**config.mk**
```make
export PLATFORM = sky130hd
export DESIGN_NAME = dsr_status_regs
export DESIGN_NICKNAME = d
export VERILOG_FILES = /design/src/dsr_pkg.sv /design/src/dsr_sync2.sv /design/src/dsr_status_regs.sv
export SDC_FILE = /design/constraint.sdc
export NUM_CORES = 1
export LEC_CHECK = 0
export BUFFER_PORTS_ARGS = -buffer_cell sky130_fd_sc_hd__buf_4
export CORE_MARGIN = 1
export CORE_UTILIZATION = 45
export CTS_BUF_LIST = sky130_fd_sc_hd__clkbuf_4 sky130_fd_sc_hd__clkbuf_8
export DETAILED_ROUTE_END_ITERATION = 16
export HOLD_SLACK_MARGIN = 0.1
export PLACE_DENSITY = 0.78
export SYNTH_ARGS = -nofsm -noshare
export SYNTH_HDL_FRONTEND = slang
export SYNTH_HIERARCHICAL = 1
export SYNTH_SLANG_ARGS = --single-unit
```
**constraint.sdc**
```tcl
create_clock -name ref_clk -period 1.8 [get_ports ref_clk]
set_input_delay 0.18 -clock ref_clk [delete_from_list [all_inputs] [get_ports ref_clk]]
set_output_delay 0.18 -clock ref_clk [all_outputs]
set_load 0.005 [all_outputs]
```
**src/dsr_pkg.sv**
```systemverilog
// package: register map, field positions and reset values of the diagnostic-ready and pin status block
package dsr_pkg;
  // register indices; a register's bus byte address is four times its index
  localparam logic [11:0] IDX_DIAG_COMPARE_READY = 12'h528;
  localparam logic [11:0] IDX_GPIO_PIN_LEVEL = 12'h52A;
  localparam logic [11:0] IDX_COMPARE_CTRL = 12'h530;
  localparam logic [11:0] IDX_IRQ_STATUS = 12'h531;
  localparam logic [11:0] IDX_IRQ_MASK = 12'h532;
  localparam logic [11:0] IDX_PIN_MODE = 12'h533;
  // byte addresses on the apb bus
  localparam logic [13:0] ADDR_DIAG_COMPARE_READY = {IDX_DIAG_COMPARE_READY, 2'h0};
  localparam logic [13:0] ADDR_GPIO_PIN_LEVEL = {IDX_GPIO_PIN_LEVEL, 2'h0};
  localparam logic [13:0] ADDR_COMPARE_CTRL = {IDX_COMPARE_CTRL, 2'h0};
  localparam logic [13:0] ADDR_IRQ_STATUS = {IDX_IRQ_STATUS, 2'h0};
  localparam logic [13:0] ADDR_IRQ_MASK = {IDX_IRQ_MASK, 2'h0};
  localparam logic [13:0] ADDR_PIN_MODE = {IDX_PIN_MODE, 2'h0};
  // diag_compare_ready field positions
  localparam int BIT_CELL_VS_BAL = 0;
  localparam int BIT_BAL_SWITCH = 1;
  localparam int BIT_BAL_OPEN_WIRE = 2;
  localparam int BIT_CELL_OPEN_WIRE = 3;
  localparam int BIT_PIN_COMPARE = 4;
  localparam int BIT_FILTER = 5;
  // compare control field: go bit
  localparam int BIT_COMPARE_GO = 0;
  // reset values
  localparam logic [7:0] RST_READY = 8'h00;
  localparam logic [7:0] RST_PIN_LEVEL = 8'h00;
  localparam logic [7:0] RST_MASK = 8'h00;
  localparam logic [7:0] RST_IRQ_STATUS = 8'h00;
  localparam logic [7:0] RST_PIN_MODE = 8'h00;
  localparam logic [7:0] READY_IMPL_MASK = 8'h1F;
endpackage

```
**src/dsr_sync2.sv**
```systemverilog
// file: two-flop synchroniser for a vector of pin levels
`timescale 1ns/100ps
module dsr_sync2 #(
  parameter int W = 8
) (
  input wire logic ref_clk,
  input wire logic sys_rst,
  input wire logic [W-1:0] asyncIn,
  output logic [W-1:0] syncOut
);
  logic [W-1:0] stage1_r;

  always_ff @(posedge ref_clk) begin
    if (sys_rst) begin
      stage1_r <= '0;
      syncOut <= '0;
    end else begin
      stage1_r <= asyncIn;
      syncOut <= stage1_r;
    end
  end
endmodule

```
**src/dsr_status_regs.sv**
```systemverilog
// file: diagnostic-ready flags and gpio pin level registers behind an apb slave
`timescale 1ns/100ps
// Overview of operation
// - pin level register shows each digital GPIO pin level, 0 low, 1 high.
// - first GPIO pin at bit 0, eighth at bit 7; reset all zeros.
// - balancing-switch ready sets when comparison done on all channels and stopped.
// - writing 1 to comparison go clears balancing-switch ready flag.
// - cell versus balancing-path ready sets on completion, clears on go.
module dsr_status_regs (
  input wire logic ref_clk,
  input wire logic sys_rst,
  // apb slave
  input wire logic psel,
  input wire logic penable,
  input wire logic pwrite,
  input wire logic [13:0] paddr,
  input wire logic [31:0] pwdata,
  input wire logic [3:0] pstrb,
  output logic [31:0] prdata,
  output logic pready,
  output logic pslverr,
  // diagnostic engine completion pulses (same clock)
  input wire logic cellVsBalanceDone,
  input wire logic balanceSwitchDone,
  input wire logic balanceOpenWireDone,
  input wire logic cellOpenWireDone,
  input wire logic pinCompareDone,
  // asynchronous gpio pin levels
  input wire logic [7:0] gpioPin,
  // go strobe to the comparison engine
  output logic compareGo,
  output logic irq
);

  // ------------------------------------------------------------
  // bus decode
  // ------------------------------------------------------------
  // bus qualifiers
  logic wrEn;
  logic rdEn;
  logic goWrite;
  logic knownAddr;
  logic [7:0] readyNxt;
  logic [7:0] pinSync;
  logic [7:0] ready_r;
  logic [7:0] pinLevel_r;
  logic [7:0] pinMode_r;
  logic [7:0] irqStatus_r;
  logic [7:0] irqMask_r;
  logic [7:0] doneVec;
  logic [7:0] readyRise;
  // write enables, one per writable word
  logic wrCtrl;
  logic wrIrqStatus;
  logic wrIrqMask;
  logic wrPinMode;
  logic [7:0] rdWord;

  // true for any of the six mapped words; any other address is answered with an error
  function automatic logic addrHit(input logic [13:0] a);
    case (a)
      dsr_pkg::ADDR_DIAG_COMPARE_READY: addrHit = 1'b1;
      dsr_pkg::ADDR_GPIO_PIN_LEVEL: addrHit = 1'b1;
      dsr_pkg::ADDR_COMPARE_CTRL: addrHit = 1'b1;
      dsr_pkg::ADDR_IRQ_STATUS: addrHit = 1'b1;
      dsr_pkg::ADDR_IRQ_MASK: addrHit = 1'b1;
      dsr_pkg::ADDR_PIN_MODE: addrHit = 1'b1;
      default: addrHit = 1'b0;
    endcase
  endfunction

  assign knownAddr = addrHit(paddr);
  // zero wait states: every access phase completes on its first edge
  assign pready = 1'b1;
  assign pslverr = psel && penable && !knownAddr;
  // a write lands only through byte lane 0, where every register lives
  assign wrEn = psel && penable && pwrite && knownAddr && pstrb[0];
  // read data is loaded at the setup edge so that it stands through the access phase
  assign rdEn = psel && !penable && !pwrite;
  assign wrCtrl = wrEn && (paddr == dsr_pkg::ADDR_COMPARE_CTRL);
  assign wrIrqStatus = wrEn && (paddr == dsr_pkg::ADDR_IRQ_STATUS);
  assign wrIrqMask = wrEn && (paddr == dsr_pkg::ADDR_IRQ_MASK);
  assign wrPinMode = wrEn && (paddr == dsr_pkg::ADDR_PIN_MODE);
  assign goWrite = wrCtrl && pwdata[dsr_pkg::BIT_COMPARE_GO];

  // ------------------------------------------------------------
  // go strobe
  // ------------------------------------------------------------
  always_ff @(posedge ref_clk) begin
    if (sys_rst) begin
      compareGo <= 1'b0;
    end else begin
      // one-cycle pulse to the comparison engine, the cycle after the write
      compareGo <= goWrite;
    end
  end

  // ------------------------------------------------------------
  // diagnostic ready flags
  // ------------------------------------------------------------
  // completion pulses gathered into the flag layout; bits 5 to 7 stay zero
  always_comb begin
    doneVec = 8'h00;
    doneVec[dsr_pkg::BIT_CELL_VS_BAL] = cellVsBalanceDone;
    doneVec[dsr_pkg::BIT_BAL_SWITCH] = balanceSwitchDone;
    doneVec[dsr_pkg::BIT_BAL_OPEN_WIRE] = balanceOpenWireDone;
    doneVec[dsr_pkg::BIT_CELL_OPEN_WIRE] = cellOpenWireDone;
    doneVec[dsr_pkg::BIT_PIN_COMPARE] = pinCompareDone;
  end

  // per flag: go clears it, its engine's completion sets it, and a tie leaves it set
  for (genvar i = 0; i < 8; i++) begin : g_readyBit
    always_comb begin
      if (!dsr_pkg::READY_IMPL_MASK[i]) begin
        readyNxt[i] = 1'b0;
      end else if (doneVec[i]) begin
        readyNxt[i] = 1'b1;
      end else if (goWrite) begin
        readyNxt[i] = 1'b0;
      end else begin
        readyNxt[i] = ready_r[i];
      end
    end
  end

  // the flags are read-only to software; only go and the engines move them
  always_ff @(posedge ref_clk) begin
    if (sys_rst) begin
      ready_r <= dsr_pkg::RST_READY;
    end else begin
      ready_r <= readyNxt;
    end
  end

  // a flag that turns on raises its interrupt status bit
  assign readyRise = readyNxt & ~ready_r;

  // ------------------------------------------------------------
  // gpio pin levels
  // ------------------------------------------------------------
  // pins are asynchronous: two flops before any logic reads them
  dsr_sync2 #(
    .W(8)
  ) u_pinSync (
    .ref_clk(ref_clk),
    .sys_rst(sys_rst),
    .asyncIn(gpioPin),
    .syncOut(pinSync)
  );

  // only pins in digital mode report; gpioPin[0] is the first pin
  always_ff @(posedge ref_clk) begin
    if (sys_rst) begin
      pinLevel_r <= dsr_pkg::RST_PIN_LEVEL;
    end else begin
      pinLevel_r <= pinSync & pinMode_r;
    end
  end

  always_ff @(posedge ref_clk) begin
    if (sys_rst) begin
      pinMode_r <= dsr_pkg::RST_PIN_MODE;
    end else if (wrPinMode) begin
      // one marks a pin as digital; analogue pins read zero in the level register
      pinMode_r <= pwdata[7:0];
    end
  end

  // ------------------------------------------------------------
  // interrupts
  // ------------------------------------------------------------
  // each status bit: set when its ready flag turns on, cleared by writing one; a tie leaves it set
  for (genvar i = 0; i < 8; i++) begin : g_irqBit
    always_ff @(posedge ref_clk) begin
      if (sys_rst) begin
        irqStatus_r[i] <= dsr_pkg::RST_IRQ_STATUS[i];
      end else if (readyRise[i]) begin
        irqStatus_r[i] <= 1'b1;
      end else if (wrIrqStatus && pwdata[i]) begin
        irqStatus_r[i] <= 1'b0;
      end
    end
  end

  // mask: a one lets the matching status bit drive the interrupt
  always_ff @(posedge ref_clk) begin
    if (sys_rst) begin
      irqMask_r <= dsr_pkg::RST_MASK;
    end else if (wrIrqMask) begin
      irqMask_r <= pwdata[7:0];
    end
  end

  // level interrupt, high while any unmasked status bit is set
  assign irq = |(irqStatus_r & irqMask_r);

  // ------------------------------------------------------------
  // read data
  // ------------------------------------------------------------
  // read multiplexer: the control word is write-only and reads zero
  always_comb begin
    rdWord = 8'h00;
    case (paddr)
      dsr_pkg::ADDR_DIAG_COMPARE_READY: rdWord = ready_r;
      dsr_pkg::ADDR_GPIO_PIN_LEVEL: rdWord = pinLevel_r;
      dsr_pkg::ADDR_IRQ_STATUS: rdWord = irqStatus_r;
      dsr_pkg::ADDR_IRQ_MASK: rdWord = irqMask_r;
      dsr_pkg::ADDR_PIN_MODE: rdWord = pinMode_r;
      default: rdWord = 8'h00;
    endcase
  end

  // upper lanes always read zero
  always_ff @(posedge ref_clk) begin
    if (sys_rst) begin
      prdata <= 32'h0000_0000;
    end else if (rdEn) begin
      prdata <= {24'h000000, rdWord};
    end
  end
endmodule

```
==> results of run 1 <==
cell type report:
type	instances	area [µm²]	area share
Tap cell	72	90.1	0.0269
Sequential cell	59	1180	0.352
Clock inverter	3	40.0	0.0119
Clock buffer	11	145	0.0433
Timing Repair Buffer	75	598	0.178
Multi-Input combinational cell	206	1290	0.385
Inverter	2	7.51	0.00224
worst paths after layout:
kind                            cells after the start                   end             startpoint
worst max-delay path                                6               pslverr              paddr[11]
worst min-delay path                                3          pinMode_r[7]              pwdata[7]
worst max register to register                      3             prdata[6]           pinMode_r[6]
worst min register to register                      1  u_pinSync/syncOut[0]  u_pinSync/stage1_r[0]
routing by layer:
layer  vias to the layer above  share of wire  track usage
met3                        10          0.084       0.0506
met4                         0          0.020        0.115
met5                         -              0            0
met2                       119           0.45        0.335
li1                       1123              -            -
met1                      1098           0.44        0.268
timing repair:
item	CTS	global route
gates resized for setup	1	1
hold buffers	14	0
endpoints found under the setup margin	1	1
pin swaps	0	0
endpoints found under the hold margin	19	0
report_power, final:
group	leakage, nW	internal (mW)	switching (mW)	total (mW)
clock	0.0985	0.672	0.482	1.15
sequential	0.482	1.35	0.0226	1.37
combinational	0.791	0.145	0.121	0.266
total	1.37	2.16	0.626	2.79
sequential cells by signal, indices dropped and copies added, names as in the netlist:
signal / cells
compareGo: 1
irqMask_r: 8
irqStatus_r: 5
pinLevel_r: 8
pinMode_r: 8
prdata: 8
ready_r: 5
u_pinSync/stage1_r: 8
u_pinSync/syncOut: 8
through the flow:
step,setup WS [ns],hold slack (ns),TNS [ns]
2_1_floorplan,0.00194,0.309,0
3_3_place_gp,-0.103,0.392,-2.02
3_5_place_dp,-0.133,0.398,-2.56
4_1_cts,0.0699,0.112,0
5_1_grt,0.0570,0.130,0
6_report,0.120,0.124,0
placed cells by master (no fill, tap or decap), types with 2 or more instances in the layout:
cell type,instances
a21oi_1,32
o21ai_0,21
nand4_1,8
nand4b_1,9
mux2_2,3
nand2_1,11
nor2b_2,7
clkbuf_8,10
and3_1,9
clkinv_2,2
conb_1,25
o21ai_1,9
or4_4,2
and2b_2,6
nor3b_1,2
a211oi_1,3
nor2_1,2
a222oi_1,4
nor2b_1,5
dlygate4sd3_1,14
mux2i_1,10
nand2b_1,7
nand4bb_1,2
nor3_1,12
a22o_1,5
dfxtp_1,59
buf_4,61
logic make-up (layout without fill, tap and decap cells):
family          after synthesis  count (layout)
other cells                   2              25
compound gates               78              78
mux                          13              13
simple gates                 90              90
buf+inv                      45              91
flops                        59              59
Yosys cell counts (all sizes together), types with 5 or more instances:
library cell  count  area, µm²
nor3             12       60.1
o21ai            31        159
buf              32        240
dfxtp            59       1180
nand4b            9       78.8
a21oi            32        160
clkbuf           11       41.3
nand2            11       41.3
and2b             6       52.6
nand2b            7       43.8
mux2i            10        100
nand4             8       50.1
a22o              5       43.8
and3              9       56.3
nor2b            12       92.6
worst max-delay path: stages:
cell,delay (ns)
buf_4,0.11
or4bb_1,0.61
nor2_4,0.18
o211ai_1,0.11
and3_1,0.19
buf_4,0.13
==> reports/qor.yml, run 1 <==
synth_edf_count: 0
worst_pin_slew_ns: 0.564
yosysSeqAreaShare: 0.443
htreeDepth: 3
clock.fmax_ghz: 0.595
wl_um: 6200
clk-insertion-delay-late_ns: 0.34
gr-total-overflow: 0
yosys.area_share.adder: 0
drt_pass1_iterations: 5
ys_ff_latch: 59
synthSimpleGateAreaFrac: 0.228
synth_top_family_by_area: "simple AND/OR/NAND/NOR gates"
dp_cells: 400
drc: 0
syn2layout_area_growth_pct: 25.7
grt_pass1_wl_um: 10100
portBuffers: 51
setup_violations: 0
fin_crit_ns: 1.68
ioPinCount: 104
vias_per_cell: 5.49
fin_cells: 428
min_path_type: "in2reg"
relSlewSlack: 0.619
synthXorXnorAreaFrac: 0
wl_per_cell_um: 14.5
p_total_mw: 2.79
numCtsBuffers: 9
synthDistinctLibCells: 41
outcome: "finished clean"
cts_buffer_depth: 2
skew_ns: 0.00744
cts-root-buf: "clkbuf_8"
dp_hpwl_um: 4360
rrSetupSlack_ns: 0.68
syn_area_mm2: 0.00267
dr_total_vias: 2350
finalNetCount: 421
leakage_nw: 1.37
synth.avg_cell_area_um2: 9.30
postCtsSetupBuffers: 0
fin_crit_sh: 0.933
worstPathRequired_ns: 1.62
cts_tree: "yes"
num_antenna_cells: 0
fill_cells: 494
cts.clk_slew.worst_paths_ns: 0.06
antenna_found_initial: 0
first_global_vias: 2235
dpl_cell_area_mm2: 0.00302
drtAntennaViolNets: 0
die_x_um: 79.0
path_class: "in2out"
hold_violations: 0
synthFlopType: "dfxtp_1"
drv_cap: 0
arrival_ns: 1.50
start_kind: "primary input"
initial_core_util: 0.476
drive_above_1_share: 0.275
finish.utilization: 0.598
floorplan.rows: 27
path_max_fanout: 5
synthArstFlopShare: 0
grt_use_total: 0.213
slew_violations: 0
synthMuxAreaShare: 0.0502
fin_area_mm2: 0.00335
cts_sinks: 59
end_kind: "output pin"
syn_inst: 287
die-area_mm2: 0.00624
grt_max_degree: 36
yosys_warnings: 6
drt-initial-drc-count: 147
core_area_mm2: 0.00561
rsz0062_at_grt: "false"
synth-compound-area-share: 0.168
cellPowerDensity_mw_per_mm2: 832
die_h_um: 79.0
ir_drop_v: 0.000520
gp_routability_congestion: 0.911
Power figures use the tool's default switching activity.
==> inputs of run 2 (changes only) <==
Settings changed: ABC_AREA set to 1, CORE_UTILIZATION 45 to 46.
==> reports/qor.yml, run 2 <==
drc: 0
die-area_mm2: 0.00634
crit_slowest_cell: "buf_4"
cp_slowest_stage_delay_ns: 0.17
multi_input_area_mm2: 0.00113
initial_core_util: 0.491
skew_ns: 0.00504
synthFlopType: "dfxtp_1"
synth_edf_count: 0
r2r_end: "prdata[3]"
holdWs_ns: 0.119
drt-initial-drc-count: 156
synth_top_area_share: 0.426
slew_violations: 0
clk-insertion-delay-late_ns: 0.32
synthTopCellsByArea: "dfxtp_1 43%, inv_1 10%, nand2_1 8.7%, nor2_1 7.3%, buf_4 6.8%"
min_path_type: "in2reg"
dp_hpwl_um: 4000
finalNetCount: 523
synth_most_common_cell: "inv_1"
wl_per_cell_um: 10.7
gr-total-overflow: 0
p_total_mw: 2.62
worst_pin_slew_ns: 0.593
seq_area_mm2: 0.00118
yosysTopAreaCell: "dfxtp_1"
fin_crit_sh: 0.892
clkPwrFrac: 0.389
postCtsSetupBuffers: 0
final.setup.tns_ns: 0
leakage_nw: 1.74
fill_cells: 522
setup_violations: 0
ys_ff_latch: 59
globalRouteMet2Util: 0.322
rrSetupSlack_ns: 0.92
cellPowerDensity_mw_per_mm2: 766
yosys_warnings: 6
num_antenna_cells: 0
synthDistinctLibCells: 27
pre_cts_ws_ns: 0.164
p_sw_frac: 0.230
syn2layout_area_growth_pct: 23.6
yosysSeqAreaShare: 0.426
grt_max_degree: 39
path_class: "in2out"
htreeDepth: 3
cts_tree: "yes"
drive_above_1_share: 0.205
cts-root-buf: "clkbuf_8"
grt_util_met1: 0.236
crit_chain: "buf_4 > nand2_1 > inv_1 > nand2_1 > nor2_1 > nand2_2 > nand2_1 > nor2_2 > nand2_4 > buf_4 > nor2_1 > buf_4"
fin_area_mm2: 0.00343
dr_total_vias: 2430
ctsResizeCount: 0
cts_hold_buf: 13
whs_path_depth: 3
use_met3: 0.0617
drtAntennaViolNets: 0
arrival_ns: 1.43
layout_setup_ws_ns: 0.194
reg2reg_from: "pinMode_r[3]"
wl_um: 5690
antenna_found_initial: 0
ir_drop_v: 0.000472
syn_area_mm2: 0.00277
synth.avg_cell_area_um2: 7.22
start_kind: "primary input"
gp_routability_congestion: 0.808
synthArstFlopShare: 0
relSlewSlack: 0.604
portBuffers: 51
clock.fmax_ghz: 0.623
seq_power_share: 0.519
path_max_fanout: 7
first_global_vias: 2203
worstPathRequired_ns: 1.62
p_int_mw: 2.02
synthTopCellsByCount: "76 x inv_1, 64 x nand2_1, 59 x dfxtp_1"
grt_pass1_wl_um: 9410
dpl_cell_area_mm2: 0.00313
drv_cap: 0
layout_commonest_cell: "inv_1"
rsz0062_at_grt: "false"
final_cell_mix: "76 x inv_1, 64 x nand2_1, 59 x dfxtp_1"
hold_violations: 0
cts.clk_slew.worst_paths_ns: 0.06
outcome: "finished clean"
vias_per_cell: 4.58
die_h_um: 79.6
grt_busiest_layer: "met2"
floorplan.rows: 27
ioPinCount: 104
grt_use_total: 0.196
core_area_mm2: 0.00564
fin_crit_ns: 1.61
cts_buffer_depth: 2
end_kind: "output pin"
numCtsBuffers: 9
r2r.worst_path.cells: 4
power.switching_mw: 0.605
hold_end: "ready_r[4]"
cts_sinks: 59
p_comb_frac: 0.092
min_from: "pinCompareDone"
syn_inst: 384
die_x_um: 79.6
drt_pass1_iterations: 4
## run 2: cell type report
| type | count | share of cell area |
|---|---|---|
| Sequential cell | 59 | 0.345 |
| Inverter | 77 | 0.0843 |
| Clock buffer | 12 | 0.0445 |
| Timing Repair Buffer | 71 | 0.165 |
| Multi-Input combinational cell | 237 | 0.331 |
| Tap cell | 72 | 0.0263 |
| Clock inverter | 3 | 0.00438 |
## run 2: routing by layer
metal | routed length (µm) | part of all wire
met3 | 341 | 0.060
met1 | 2510 | 0.44
met2 | 2790 | 0.49
met5 | 0 | 0
met4 | 44 | 0.0077
## run 2: worst max path at each step
stage / from / to / slack (ns) / cells past startpoint
2_1_floorplan: paddr[11] / irqMask_r[0] / 0.40 / 11
3_3_place_gp: paddr[11] / ready_r[4] / 0.17 / 11
3_5_place_dp: paddr[11] / pinMode_r[2] / 0.16 / 11
4_1_cts: paddr[6] / pslverr / 0.20 / 12
5_1_grt: paddr[6] / pslverr / 0.11 / 12
6_report: paddr[6] / pslverr / 0.19 / 12
## run 2: stage by stage
stage,util,std cells
after floorplan,-,407
after global placement,0.555,503
final,0.607,531
after detailed placement,0.555,503
after global routing,0.607,531
after CTS,0.607,531
## run 2: critical path, delay by kind of cell
family | cells | cell delay, ns
buffers and inverters | 4 | 0.43
AND/OR/NAND/NOR | 8 | 0.80
## run 2: cells by family after synthesis
logic type,after synthesis,share of synthesized area
AND/OR/NAND/NOR,156,0.266
AO/OA/AOI/OAI,56,0.109
other,2,0.00271
buffers and inverters,111,0.196
flip-flops,59,0.426
## run 2: power groups by stage
stage / Sequential, mW / Combinational [mW] / Clock (mW)
after CTS: 1.36 / 0.243 / 1.05
after global placement: 1.39 / 0.216 / 0
after detailed placement: 1.39 / 0.220 / 0
final: 1.36 / 0.242 / 1.02
after floorplan: 1.39 / 0.156 / 0
after global routing: 1.36 / 0.275 / 1.12
